File: src/core/port_phy_pkg.sv
// Shared constants and types for the per-port PHY control register slice.
// Assumes one 20 MHz clock and an APB master with 32-bit data words.
package port_phy_pkg;

  localparam int NUM_PORTS = 3;
  localparam int ADDR_W    = 10;
  localparam int DATA_W    = 32;
  localparam int BYTE_W    = 8;
  localparam int DIST_W    = 9;

  // Printed register indices of port 1; byte address is four times these.
  localparam logic [7:0] CTRL8_IDX  = 8'h1a;
  localparam logic [7:0] RESULT_IDX = 8'h1b;
  localparam logic [7:0] FORCE_IDX  = 8'h1c;
  localparam logic [7:0] MISC_IDX   = 8'h1d;
  localparam logic [3:0] PORT_NIB_FIRST = CTRL8_IDX[7:4];
  localparam logic [3:0] PORT_NIB_CNT   = 4'h3;

  // Register select within one port, as index minus the control 8 index.
  localparam logic [1:0] SEL_CTRL8  = 2'(RESULT_IDX - CTRL8_IDX - 8'h01);
  localparam logic [1:0] SEL_RESULT = 2'(RESULT_IDX - CTRL8_IDX);
  localparam logic [1:0] SEL_FORCE  = 2'(FORCE_IDX - CTRL8_IDX);
  localparam logic [1:0] SEL_MISC   = 2'(MISC_IDX - CTRL8_IDX);

  // Field positions.
  localparam int C8_SHORT      = 7;
  localparam int C8_OUTCOME_LO = 5;
  localparam int C8_LAUNCH     = 4;
  localparam int C8_FORCE_LINK = 3;
  localparam int C8_PWRSAVE    = 2;
  localparam int C8_LOOPBACK   = 1;
  localparam int C8_DIST_MSB   = 0;
  localparam int C9_AN_DIS     = 7;
  localparam int C9_SPEED      = 6;
  localparam int C9_DUPLEX     = 5;
  localparam int C9_RESV_LO    = 0;
  localparam int C10_IND_OFF   = 7;
  localparam int C10_TXDIS     = 6;
  localparam int C10_RESTART   = 5;
  localparam int RESV_W        = 5;

  localparam logic [RESV_W-1:0] FORCE_RESV_VAL = 5'h1f;
  localparam logic [2:0]        IND_OFF_LEVEL  = 3'h7;
  localparam logic [DIST_W-1:0] DIST_RST       = 9'h000;
  // Software scale: decimetres per fault count unit (about 0.4 m).
  localparam int DIST_DM_PER_COUNT = 4;

  typedef enum logic [1:0] {
    OUTCOME_NORMAL = 2'h0,
    OUTCOME_OPEN   = 2'h1,
    OUTCOME_SHORT  = 2'h2,
    OUTCOME_FAILED = 2'h3
  } cable_outcome_t;

  typedef struct packed {
    logic           short10;
    cable_outcome_t outcome;
    logic [DIST_W-1:0] distance;
  } cable_result_t;

  localparam cable_result_t RESULT_RST = '{
    short10: 1'b0, outcome: OUTCOME_NORMAL, distance: DIST_RST};

  typedef struct packed {
    logic          test_done;
    cable_result_t result;
    logic          an_failed;
    logic          an_speed_100;
    logic          an_duplex_full;
  } phy_status_t;

  typedef struct packed {
    logic autoneg_enable;
    logic speed_100;
    logic duplex_full;
    logic autoneg_restart;
    logic cable_test_start;
    logic loopback;
    logic transmit_disable;
  } phy_ctrl_t;

  typedef struct packed {
    logic pos;
    logic neg;
  } line_sym_t;

  localparam line_sym_t LINE_IDLE = '{pos: 1'b0, neg: 1'b0};

  typedef struct packed {
    logic two;
    logic one;
    logic zero;
  } ind_t;

  typedef struct packed {
    logic loopback;
    logic force_link;
    logic pwrsave;
    logic launch;
    logic an_disable;
    logic forced_speed;
    logic forced_duplex;
    logic indicator_off;
    logic transmit_disable;
    logic autoneg_restart;
  } port_regs_t;

  localparam port_regs_t PORT_REGS_RST = '{
    loopback: 1'b0, force_link: 1'b0, pwrsave: 1'b0, launch: 1'b0,
    an_disable: 1'b0, forced_speed: 1'b1, forced_duplex: 1'b0,
    indicator_off: 1'b0, transmit_disable: 1'b0, autoneg_restart: 1'b0};

  typedef struct packed {
    logic       hit;
    logic [1:0] port;
    logic [1:0] sel;
  } dec_t;

  // Reserved slots of absent ports and gaps miss, so they read zero.
  function automatic dec_t decode(input logic [ADDR_W-1:0] a);
    dec_t       d;
    logic [7:0] idx;
    logic [3:0] nib;
    idx    = a[ADDR_W-1:2];
    nib    = idx[7:4] - PORT_NIB_FIRST;
    d.hit  = (a[1:0] == 2'h0) && (idx[7:4] >= PORT_NIB_FIRST) &&
             (nib < PORT_NIB_CNT) && (idx[3:0] >= CTRL8_IDX[3:0]) &&
             (idx[3:0] <= MISC_IDX[3:0]);
    d.port = nib[1:0];
    d.sel  = 2'(idx[3:0] - CTRL8_IDX[3:0]);
    return d;
  endfunction

endpackage

File: src/core/cable_result_capture.sv
// Holds one port's cable test result between tests.
// Assumes the PHY pulses test_done for one pclk cycle with the result valid.
module cable_result_capture
  import port_phy_pkg::*;
(
  input  wire logic    pclk,
  input  wire logic    presetn,
  input  wire logic    launch,
  input  phy_status_t  status,
  output cable_result_t result
);

  cable_result_t result_q;
  cable_result_t result_d;

  // A done pulse with no test running is stray and is ignored.
  always_comb begin
    result_d = result_q;
    if (status.test_done && launch) begin
      result_d = status.result;
    end
  end

  always_ff @(posedge pclk or negedge presetn) begin
    if (!presetn) begin
      result_q <= RESULT_RST;
    end else begin
      result_q <= result_d;
    end
  end

  assign result = result_q;

endmodule // cable_result_capture

File: src/core/port_line_drive.sv
// Registered line-side controls, transmit path and indicators of one port.
// Assumes receive symbols, MAC symbols and raw indicators are on pclk.
module port_line_drive
  import port_phy_pkg::*;
(
  input  wire logic   pclk,
  input  wire logic   presetn,
  input  port_regs_t  regs,
  input  phy_status_t status,
  input  line_sym_t   rx_line,
  input  line_sym_t   mac_tx,
  input  ind_t        ind_raw,
  output phy_ctrl_t   ctrl,
  output line_sym_t   tx_line,
  output ind_t        indicators
);

  phy_ctrl_t ctrl_q;
  phy_ctrl_t ctrl_d;
  line_sym_t tx_q;
  line_sym_t tx_d;
  ind_t      ind_q;
  ind_t      ind_d;
  logic      launch_q;

  always_comb begin
    ctrl_d.autoneg_enable   = !regs.an_disable;
    ctrl_d.speed_100        = regs.an_disable ? regs.forced_speed
                                              : status.an_speed_100;
    ctrl_d.duplex_full      = (regs.an_disable || status.an_failed)
                              ? regs.forced_duplex
                              : status.an_duplex_full;
    ctrl_d.autoneg_restart  = regs.autoneg_restart;
    ctrl_d.cable_test_start = regs.launch && !launch_q;
    ctrl_d.loopback         = regs.loopback;
    ctrl_d.transmit_disable = regs.transmit_disable;
    // A disabled transmitter stays silent even in remote loopback.
    if (regs.transmit_disable) begin
      tx_d = LINE_IDLE;
    end else if (regs.loopback) begin
      tx_d = rx_line;
    end else begin
      tx_d = mac_tx;
    end
    ind_d = regs.indicator_off ? ind_t'(IND_OFF_LEVEL) : ind_raw;
  end

  always_ff @(posedge pclk or negedge presetn) begin
    if (!presetn) begin
      ctrl_q   <= '0;
      tx_q     <= LINE_IDLE;
      ind_q    <= ind_t'(IND_OFF_LEVEL);
      launch_q <= 1'b0;
    end else begin
      ctrl_q   <= ctrl_d;
      tx_q     <= tx_d;
      ind_q    <= ind_d;
      launch_q <= regs.launch;
    end
  end

  assign ctrl       = ctrl_q;
  assign tx_line    = tx_q;
  assign indicators = ind_q;

endmodule // port_line_drive

File: src/core/port_phy_control_regs.sv
// APB register slice for the PHY control registers of each switch port.
// Assumes an APB master on pclk; the PHY side runs on pclk as well.
//
// The APB interface to the registers was decided locally.
module port_phy_control_regs
  import port_phy_pkg::*;
(
  input  wire logic              pclk,
  input  wire logic              presetn,
  input  wire logic              psel,
  input  wire logic              penable,
  input  wire logic              pwrite,
  input  wire logic [ADDR_W-1:0] paddr,
  input  wire logic [DATA_W-1:0] pwdata,
  output logic [DATA_W-1:0]      prdata,
  output logic                   pready,
  output logic                   pslverr,
  input  phy_status_t            phy_status [NUM_PORTS],
  input  line_sym_t              rx_line    [NUM_PORTS],
  input  line_sym_t              mac_tx     [NUM_PORTS],
  input  ind_t                   ind_raw    [NUM_PORTS],
  output phy_ctrl_t              phy_ctrl   [NUM_PORTS],
  output line_sym_t              tx_line    [NUM_PORTS],
  output ind_t                   indicators [NUM_PORTS]
);

  port_regs_t    regs_q [NUM_PORTS];
  port_regs_t    regs_d [NUM_PORTS];
  cable_result_t result [NUM_PORTS];
  logic [DATA_W-1:0] prdata_q;
  logic [DATA_W-1:0] prdata_d;
  logic              pready_q;
  logic              pready_d;
  logic              pslverr_q;
  logic [BYTE_W-1:0] rd_byte;
  logic [BYTE_W-1:0] wbyte;
  logic              setup;
  logic              wr_take;
  dec_t              dec;

  assign dec     = decode(paddr);
  assign setup   = psel && !penable;
  assign wr_take = psel && penable && pready_q && pwrite && dec.hit;
  assign wbyte   = pwdata[BYTE_W-1:0];

  // Register state of every port; writes act only at the taking edge.
  always_comb begin
    for (int i = 0; i < NUM_PORTS; i++) begin
      regs_d[i] = regs_q[i];
      regs_d[i].autoneg_restart = 1'b0;
      if (phy_status[i].test_done) begin
        regs_d[i].launch = 1'b0;
      end
      // The write comes last so a launch written with done still stands.
      if (wr_take && (dec.port == 2'(i))) begin
        case (dec.sel)
          SEL_CTRL8: begin
            regs_d[i].loopback   = wbyte[C8_LOOPBACK];
            regs_d[i].force_link = wbyte[C8_FORCE_LINK];
            regs_d[i].pwrsave    = wbyte[C8_PWRSAVE];
            regs_d[i].launch     = wbyte[C8_LAUNCH];
          end
          SEL_FORCE: begin
            regs_d[i].an_disable    = wbyte[C9_AN_DIS];
            regs_d[i].forced_speed  = wbyte[C9_SPEED];
            regs_d[i].forced_duplex = wbyte[C9_DUPLEX];
          end
          SEL_MISC: begin
            regs_d[i].indicator_off    = wbyte[C10_IND_OFF];
            regs_d[i].transmit_disable = wbyte[C10_TXDIS];
            regs_d[i].autoneg_restart  = wbyte[C10_RESTART];
          end
          default: begin
            regs_d[i] = regs_d[i];
          end
        endcase
      end
    end
  end

  always_ff @(posedge pclk or negedge presetn) begin
    if (!presetn) begin
      for (int i = 0; i < NUM_PORTS; i++) begin
        regs_q[i] <= PORT_REGS_RST;
      end
    end else begin
      for (int i = 0; i < NUM_PORTS; i++) begin
        regs_q[i] <= regs_d[i];
      end
    end
  end

  // Read view of the addressed register; unmapped slots read zero.
  always_comb begin
    rd_byte = '0;
    if (dec.hit) begin
      case (dec.sel)
        SEL_CTRL8: begin
          rd_byte[C8_SHORT] = result[dec.port].short10;
          rd_byte[C8_OUTCOME_LO +: 2] = result[dec.port].outcome;
          rd_byte[C8_LAUNCH]     = regs_q[dec.port].launch;
          rd_byte[C8_FORCE_LINK] = regs_q[dec.port].force_link;
          rd_byte[C8_PWRSAVE]    = regs_q[dec.port].pwrsave;
          rd_byte[C8_LOOPBACK]   = regs_q[dec.port].loopback;
          rd_byte[C8_DIST_MSB] =
            result[dec.port].distance[DIST_W-1];
        end
        SEL_RESULT: begin
          rd_byte = result[dec.port].distance[BYTE_W-1:0];
        end
        SEL_FORCE: begin
          rd_byte[C9_AN_DIS] = regs_q[dec.port].an_disable;
          rd_byte[C9_SPEED]  = regs_q[dec.port].forced_speed;
          rd_byte[C9_DUPLEX] = regs_q[dec.port].forced_duplex;
          rd_byte[C9_RESV_LO +: RESV_W] = FORCE_RESV_VAL;
        end
        default: begin
          rd_byte[C10_IND_OFF] = regs_q[dec.port].indicator_off;
          rd_byte[C10_TXDIS]   = regs_q[dec.port].transmit_disable;
          rd_byte[C10_RESTART] = regs_q[dec.port].autoneg_restart;
        end
      endcase
    end
  end

  // No wait state: data are registered in setup so every bus output is
  // a flip-flop, and pready is high in the first access cycle.
  always_comb begin
    pready_d = setup;
    prdata_d = prdata_q;
    if (setup) begin
      prdata_d = {{(DATA_W-BYTE_W){1'b0}}, rd_byte};
    end
  end

  always_ff @(posedge pclk or negedge presetn) begin
    if (!presetn) begin
      prdata_q  <= '0;
      pready_q  <= 1'b0;
      pslverr_q <= 1'b0;
    end else begin
      prdata_q  <= prdata_d;
      pready_q  <= pready_d;
      pslverr_q <= 1'b0;
    end
  end

  assign prdata  = prdata_q;
  assign pready  = pready_q;
  assign pslverr = pslverr_q;

  for (genvar i = 0; i < NUM_PORTS; i++) begin : g_port
    cable_result_capture u_capture (
      .pclk    (pclk),
      .presetn (presetn),
      .launch  (regs_q[i].launch),
      .status  (phy_status[i]),
      .result  (result[i])
    );

    port_line_drive u_drive (
      .pclk       (pclk),
      .presetn    (presetn),
      .regs       (regs_q[i]),
      .status     (phy_status[i]),
      .rx_line    (rx_line[i]),
      .mac_tx     (mac_tx[i]),
      .ind_raw    (ind_raw[i]),
      .ctrl       (phy_ctrl[i]),
      .tx_line    (tx_line[i]),
      .indicators (indicators[i])
    );
  end

endmodule // port_phy_control_regs

File: config.mk
export PLATFORM = sky130hd
export DESIGN_NAME = port_phy_control_regs
export DESIGN_NICKNAME = d
export VERILOG_FILES = /design/src/core/port_phy_pkg.sv /design/src/core/cable_result_capture.sv /design/src/core/port_line_drive.sv /design/src/core/port_phy_control_regs.sv
export SDC_FILE = /design/constraint.sdc
export NUM_CORES = 1
export LEC_CHECK = 0
export BUFFER_PORTS_ARGS = -buffer_cell sky130_fd_sc_hd__buf_2
export CORE_MARGIN = 2
export CORE_UTILIZATION = 47
export CTS_BUF_LIST = sky130_fd_sc_hd__clkbuf_8
export DETAILED_ROUTE_END_ITERATION = 7
export PLACE_DENSITY = 0.82
export SLEW_MARGIN = 30
export SYNTH_ARGS = -nofsm -noshare
export SYNTH_HDL_FRONTEND = slang
export SYNTH_HIERARCHICAL = 1
export SYNTH_SLANG_ARGS = --single-unit
File: constraint.sdc
create_clock -name pclk -period 1.71 [get_ports pclk]
set_input_delay 0.0855 -clock pclk [delete_from_list [all_inputs] [get_ports pclk]]
set_output_delay 0.0855 -clock pclk [all_outputs]
set_load 0.02 [all_outputs]
After elaboration in Yosys (flattened, before gate mapping)
Index checks and enable logic that the tools add are counted.

Register bits: 114. Word-level logic and storage cells: 172. Input bits: 116. Output and inout port bits: 70.

Eq/ne operators: 5. Bitwise gates (word level): 1. Reductions and logical operators: 40. Order comparisons: 5. Muxes and demuxes: 39. $add $sub $neg: 2.

Operator list (number): 2-to-1 mux 3 bit (9); binary-select mux 12 bit (select 2 bit) (1); 2-to-1 mux 12 bit (2); 2-to-1 mux 7 bit (3); binary-select mux 10 bit (select 2 bit) (1); 2-to-1 mux 10 bit (2); logical AND 1 bit (18); AND reduction 2 bit (9); case mux 5 bit (3 select lines) (1); 2-to-1 mux 1 bit (12); 2-to-1 mux 2 bit (6); case mux 3 bit (3 select lines) (1); 2-to-1 mux 8 bit (1); zero test 1 bit (7); equality test 2 bit, second input constant (3); zero test 2 bit (3); equality test 2 x 1 -> 1 bit, second input constant (2); greater-or-equal comparator 4 x 1 -> 1 bit, second input constant (1); greater-or-equal comparator 4 bit, second input constant (1); <= comparator 4 bit, second input constant (1); < comparator 4 x 2 -> 1 bit, second input constant (1); subtractor 4 x 1 -> 4 bit, second input constant (1); greater-or-equal comparator 3 bit, second input constant (1); logical OR 1 bit (3); other kinds (2) (2).

Depth between registers and ports, before layout
Gate-level depths: netlist of run 1.

Word-level depth: 8. Mapped depth: 10. Mapped depth without buffers: 7.

Modules after synthesis
The synthesis of run 1 kept the hierarchy.

By module, submodules not included: port_phy_control_regs (times used 1, cells an instance 243, area each 2502.4 µm², seq. area each 979.7 µm²); cable_result_capture (times used 3, cells an instance 26, area each 490.5 µm², seq. area each 300.3 µm²); port_line_drive (times used 3, cells an instance 25, area each 411.6 µm², seq. area each 329.1 µm²).

Least setup slack after synthesis of run 1
No wires, ideal clock.

Path kind: input port to flip-flop. From: input port paddr[6]. To: register regs_q[6] (netlist bit). Path slack: -456 ps. Stages on the path: 10. Data arrival time: 2041 ps. Required time: 1585 ps. Buffers on the path: 3. Setup time: 125 ps. Cell sequence: buf_4 > clkinv_1 > ha_1 > nor4b_1 > nand2_1 > a211oi_2 > buf_4 > and3_1 > buf_6 > mux2_4.

RTL lines: from (decl) (line port_phy_control_regs.sv:13) `input wire logic [ADDR_W-1:0] paddr,`; to (signal, indexed assignment) (line port_phy_control_regs.sv:88) `regs_q[i] <= regs_d[i];`; to (decl) (line port_phy_control_regs.sv:27) `port_regs_t regs_q [NUM_PORTS];`.

Worst setup path in the final report of run 1
From: register pready_q, in the netlist pready. To: register regs_q[12] (netlist bit).

Word-level cells in the longest chain between the ends: 5.

RTL lines: from (decl) (line port_phy_control_regs.sv:32) `logic pready_q;`; from (signal assigned) (line port_phy_control_regs.sv:143) `pready_q <= pready_d;`; logical AND 1 bit (3 in a row) (line port_phy_control_regs.sv:43) `assign wr_take = psel && penable && pready_q && pwrite && dec.hit;`; logical AND 1 bit (line port_phy_control_regs.sv:55) `if (wr_take && (dec.port == 2'(i))) begin`; AND reduction 2 bit (no source line).

Every way passes these cells. A chain may end at the register's enable or synchronous reset.

==> impl_metrics.ini, run 1 <==
[synth]
synth.distinct_cells = 38
async_flop_share = 1.00
yosys_register_bits = 114
synth_edf_count = 0
seq_area_frac_synth = 0.551
synth_top_area_cell = dfrtp_1
synthCells = 396
synth.avg_cell_area_um2 = 13.2
ys.flop_type = dfrtp_1
ys_top_cells_by_area = dfrtp_1 49%, mux2_4 9.8%, mux2_2 8.2%, dfstp_2 6.1%, mux2i_1 4.2%
syn_area_mm2 = 0.00521
synth_top_area_frac = 0.490
ys_warn_count = 6

[die]
core_area_mm2 = 0.0108
io-pin-count = 186
rows = 38
die_area_mm2 = 0.0119
die_height_um = 109
start_util = 0.480
dieWidth_um = 109

[drt]
drtAntennaViolNets = 0
drtPass1Iterations = 4
drc = 0
wl_per_cell_um = 16.1
via_count = 3826
vias_per_cell = 4.94
wl_um = 12500
drt_iter0_markers = 230

[pwr]
switching_share = 0.225
seq_power_share = 0.445
power_per_cell_area_mw_per_mm2 = 851
leakage_nw = 3.78
power_switching_mw = 1.39
clkPwrFrac = 0.449
p_int_mw = 4.77
ir_drop_uv = 563
p_comb_frac = 0.105

[placed_design]
gp_congestion = 0.860
port_buffers = 135
dp_hpwl_um = 8720
place_area_mm2 = 0.00604
placed_cells = 670

[global_route]
overflow = 0
grt_usage = 0.223
antenna_found_initial = 0
grt_pass1_wl_um = 19800
grt_max_degree = 53
grt_pass1_vias = 4038

[final_layout]
diodes = 0
n_fill_cell = 785
nets = 744
drive_gt1_frac = 0.455
area_delta_synth_final_pct = 39.0
fin_area_mm2 = 0.00724
post-route-util = 0.668
stdcell_count = 775

[clock_network]
cts.clk_slew.worst_paths_ns = 0.07
cts_made_buffers = 17
worstSkewPairLatency_ns = 0.42
cts-htree-levels = 4
cts_root_buf = clkbuf_8
cts_tree = yes
cts_sinks = 114
cts_setup_buffers = 0
cts_max_path_buffers = 2

[worst_setup_path]
cp-start-kind = flop
crit_arrival_ns = 1.95
worstPathMaxFanout = 10
end_kind = flop
critPathKind = flop to flop
required_ns = 2.01

[outcome]
status = complete, no violations

[hold_path]
hold_path.class = input pin to flop

[timing]
rsz0062_at_grt = true
fmax_mhz = 607
finalHoldViolCount = 0
min_period_over_period = 0.963
fin_skew_ns = 0.00856
maxSlewViolCount = 0
period_needed_ns = 1.65
setup_viol = 0

[job]
drv_cap = 0
## cells in the mapped netlist, types with 2 or more instances
cell      count
mux2_1        3
nand2_2       3
mux2_4       34
buf_6         4
a221oi_1      5
nor2b_1      11
a211oi_1      4
dfrtp_1     102
a22oi_1       2
buf_4        27
dfstp_2      12
a22o_1        2
mux2_2       38
and4_1        4
nand2_1      14
o21ai_0       9
clkbuf_1      6
mux2i_1      22
a21oi_1      17
nand2b_1      3
nor2_1       17
a21o_1        5
or2_2        10
and3_1        9
inv_1         9
o22ai_1       3
buf_2         6
ha_1          5
## flip-flops by register name, indices dropped and copies added, names as in the netlist
signal                     count
g_port.u_capture/result       36
g_port.u_drive/launch_q        3
g_port.u_drive/indicators      9
regs_q                        30
g_port.u_drive/tx_line         6
prdata                         8
g_port.u_drive/ctrl           21
pready                         1
## layout by cell type, fill, tap and decap left out, types with 9 or more instances in the layout
cell type and n:
buf_2 134, dfrtp_1 102, dlygate4sd3_1 74, mux2_2 38
mux2_4 34, conb_1 25, mux2i_1 22, clkbuf_8 21
buf_4 18, a21oi_1 17, nor2_1 17, nand2_1 14
dfstp_2 12, nor2b_1 11, inv_1 10, or2_2 10
o21ai_0 9
## kinds of logic (layout without fill, tap and decap cells)
group / count (synthesis) / in the layout / synth area share
DFF: 114 / 114 / 0.551
and+or+nand+nor: 75 / 75 / 0.0790
adders and majority gates: 5 / 5 / 0.0120
xor gates and xnor gates: 1 / 1 / 0.00168
AOI/OAI and AO/OA: 50 / 50 / 0.0622
other: 1 / 25 / 0.000720
buffers and inverters: 53 / 268 / 0.0649
muxes: 97 / 97 / 0.229
## through the flow
step	hold WS [ns]	setup slack [ns]	power [mW]	setup TNS (ns)
after floorplan	-0.210	-0.0823	3.08	-0.717
after global placement	0.0350	-0.201	3.29	-5.79
after detailed placement	0.0465	-0.272	3.31	-7.70
after CTS	0.0205	0.0299	6.21	0
after global routing	0.0567	-0.00782	6.42	-0.0114
final	0.0441	0.0633	6.16	0
## timing repair
item	in CTS	in global routing
endpoints found under the hold margin	157	0
hold buffers	74	0
gates resized for setup	0	4
setup endpoints to repair	0	10
## final cells by class
cell class / count / area (um^2) / share of cell area
inverters: 10 / 50.0 / 0.00691
repair buffers: 227 / 1570 / 0.216
multi-input cells: 253 / 2130 / 0.295
clock inverters: 10 / 156 / 0.0216
clock buffers: 21 / 289 / 0.0399
flip-flops and latches: 114 / 2870 / 0.396
well taps: 140 / 175 / 0.0242
## worst max-delay path, cell delays in order, from the launching register on
cell and delay (ns):
dfrtp_1 0.34, and4_1 0.20, nand2_1 0.07, a211oi_2 0.14, buf_4 0.19, and3_1 0.22, mux2_2 0.36
## worst paths after layout
check,startpoint,to,slack [ns],depth (start not counted)
min in group asynchronous,presetn,g_port[1].u_capture/result[2]$_DFFE_PN0P_,0.14,2
max reg2reg,pready$_DFF_PN0_,regs_q[12]$_DFFE_PN0P_,0.06,6
max,pready$_DFF_PN0_,regs_q[12]$_DFFE_PN0P_,0.06,6
max in group asynchronous,presetn,g_port[2].u_drive/ctrl[0]$_DFF_PN0_,0.83,3
min,phy_status[31],regs_q[16]$_DFF_PN0_,0.04,3
min reg2reg,regs_q[0]$_DFF_PN0_,g_port[2].u_drive/ctrl[3]$_DFF_PN0_,0.38,0
## layer usage
metal,vias to the layer above,GRT usage,part of all wire
met5,-,0,0
met4,0,0.0931,0.017
met3,18,0.0556,0.062
met2,156,0.382,0.50
met1,1863,0.268,0.42
li1,1789,-,-
## power by group through the flow
| stage | clock, mW | sequential (mW) | combinational [mW] |
|---|---|---|---|
| after global routing | 2.96 | 2.74 | 0.708 |
| final | 2.77 | 2.74 | 0.649 |
| after detailed placement | 0 | 2.79 | 0.514 |
| after floorplan | 0 | 2.83 | 0.252 |
| after CTS | 2.82 | 2.74 | 0.645 |
| after global placement | 0 | 2.79 | 0.501 |
(Power assumes the default switching activity.)
==> run 2, diff against run 1 <==
--- a/config.mk
+++ b/config.mk
@@ -10,7 +10,7 @@
 export CORE_UTILIZATION = 47
 export CTS_BUF_LIST = sky130_fd_sc_hd__clkbuf_8
 export DETAILED_ROUTE_END_ITERATION = 7
-export PLACE_DENSITY = 0.82
+export PLACE_DENSITY = 0.79
 export SLEW_MARGIN = 30
 export SYNTH_ARGS = -nofsm -noshare
 export SYNTH_HDL_FRONTEND = slang
==> run 2 against run 1 <==
Against the previous run:
- the run now ends with negative setup slack left
- critical endpoint is now regs_q[8]$_DFFE_PN0P_
- count of clock-buffer cells in the layout is the same
- total power is 0.33% higher
- core utilization increased by 1.3 points
- largest power group unchanged
==> impl_metrics.ini, run 2 (synthesis results as in run 1) <==
[pwr]
power_switching_mw = 1.41
leakage_nw = 3.81
clkPwrFrac = 0.450
power_per_cell_area_mw_per_mm2 = 838
ir_drop_uv = 550
p_int_mw = 4.77
seq_power_share = 0.444
p_comb_frac = 0.106
switching_share = 0.228

[hold_path]
hold_path.class = input pin to flop

[drt]
vias_per_cell = 5.00
via_count = 3873
wl_per_cell_um = 16.9
drtAntennaViolNets = 0
drt_iter0_markers = 158
drtPass1Iterations = 4
drc = 0
wl_um = 13100

[placed_design]
placed_cells = 668
gp_congestion = 0.828
port_buffers = 135
place_area_mm2 = 0.00603
dp_hpwl_um = 8650

[final_layout]
fin_area_mm2 = 0.00737
nets = 743
final_common_cell = buf_2
diodes = 0
final_cell_mix = 135 x buf_2, 102 x dfrtp_1, 74 x dlygate4sd3_1
stdcell_count = 775
largest_reg_flops = 36
drive_gt1_frac = 0.465
area_delta_synth_final_pct = 41.6

[worst_setup_path]
crit_path_start = pready$_DFF_PN0_
rrSetupSlack_ns = -0.05
cp-start-kind = flop
critPathKind = flop to flop
required_ns = 2.03
end_kind = flop
worstRegToRegCells = 6
worstPathMaxFanout = 4
crit_arrival_ns = 2.08
cp-endpoint = regs_q[8]$_DFFE_PN0P_
reg2reg_from = pready$_DFF_PN0_
reg2reg_to = regs_q[8]$_DFFE_PN0P_

[clock_network]
worstSkewPairLatency_ns = 0.43
cts_max_path_buffers = 2
cts_root_buf = clkbuf_8
cts_made_buffers = 17
cts.clk_slew.worst_paths_ns = 0.07
cts-htree-levels = 4
cts_sinks = 114
cts_tree = yes
cts_setup_buffers = 0

[timing]
setup_viol = 23
maxSlewViolCount = 0
fin_tns_setup_ns = -0.890
timing.final.ws_setup_ns = -0.0549
relSlewSlack = 0.608
period_needed_ns = 1.76
fin_skew_ns = 0.00753
finalHoldViolCount = 0
min_period_over_period = 1.03
tightest_slew_ns = 0.588
fmax_mhz = 567
rsz0062_at_grt = true

[die]
die_area_mm2 = 0.0119
die_height_um = 109
start_util = 0.480
rows = 38
core_area_mm2 = 0.0108
dieWidth_um = 109
io-pin-count = 186

[global_route]
grt_max_degree = 115
grt_pass1_vias = 3989
antenna_found_initial = 0
grt_usage = 0.229
grt_pass1_wl_um = 20200
overflow = 0

[job]
drv_cap = 0

[outcome]
violations = negative setup slack
status = finished, violations left
==> run 2: how the worst min path moves through the flow <==
stage | start | to | slack (ns) | cells past startpoint
after floorplan | presetn | g_port[0].u_capture/result[0]$_DFFE_PN0P_ | -0.21 | 0
after global placement | presetn | g_port[2].u_capture/result[6]$_DFFE_PN0P_ | 0.20 | 2
after detailed placement | presetn | g_port[2].u_capture/result[8]$_DFFE_PN0P_ | 0.22 | 2
after CTS | phy_status[15] | regs_q[6]$_DFF_PN0_ | 0.02 | 3
after global routing | phy_status[31] | regs_q[16]$_DFF_PN0_ | 0.06 | 3
final | phy_status[15] | regs_q[6]$_DFF_PN0_ | 0.04 | 3
==> run 2: per-stage QoR <==
step,total power [mW],utilization,setup slack [ns],hold WS (ns)
floorplan,3.08,-,-0.0823,-0.210
global placement,3.29,0.556,-0.234,0.203
detailed placement,3.30,0.556,-0.320,0.215
CTS,6.21,0.667,0.00194,0.0215
global route,6.40,0.680,-0.115,0.0577
finish,6.18,0.680,-0.0549,0.0409
==> run 2: cell type report <==
class	instances	area, um^2
tap	140	175
clock inverter	11	159
inverter	10	50.0
sequential	114	2870
timing repair buffer	226	1560
fill	773	3470
multi-input combinational	253	2270
clock buffer	21	289
==> run 2: routing by layer <==
metal	GRT usage	share of wire	routed length, um	vias up
met2	0.393	0.50	6590	157
met5	0	0	0	-
met1	0.273	0.41	5340	1910
met4	0.0949	0.023	306	0
met3	0.0586	0.064	843	25
li1	-	-	-	1781
==> run 2: power groups by stage <==
stage / Sequential [mW] / Clock (mW) / Combinational (mW)
floorplan: 2.83 / 0 / 0.252
finish: 2.74 / 2.78 / 0.655
CTS: 2.74 / 2.83 / 0.641
global placement: 2.79 / 0 / 0.497
detailed placement: 2.79 / 0 / 0.509
global route: 2.74 / 2.95 / 0.716
==> run 2: critical path, stage by stage, from the launching register on <==
cell      delay (ns)
dfrtp_1         0.34
and4_4          0.23
nand2_4         0.06
a211oi_4        0.31
buf_6           0.16
and3_4          0.24
mux2_4          0.31
==> run 2: timing repair <==
| action | CTS | global route |
|---|---|---|
| pin swaps | 0 | 2 |
| endpoints found under the hold margin | 189 | 0 |
| cloned | 0 | 1 |
| endpoints found under the setup margin | 14 | 27 |
| resized for setup | 5 | 35 |
| hold buffers | 74 | 0 |
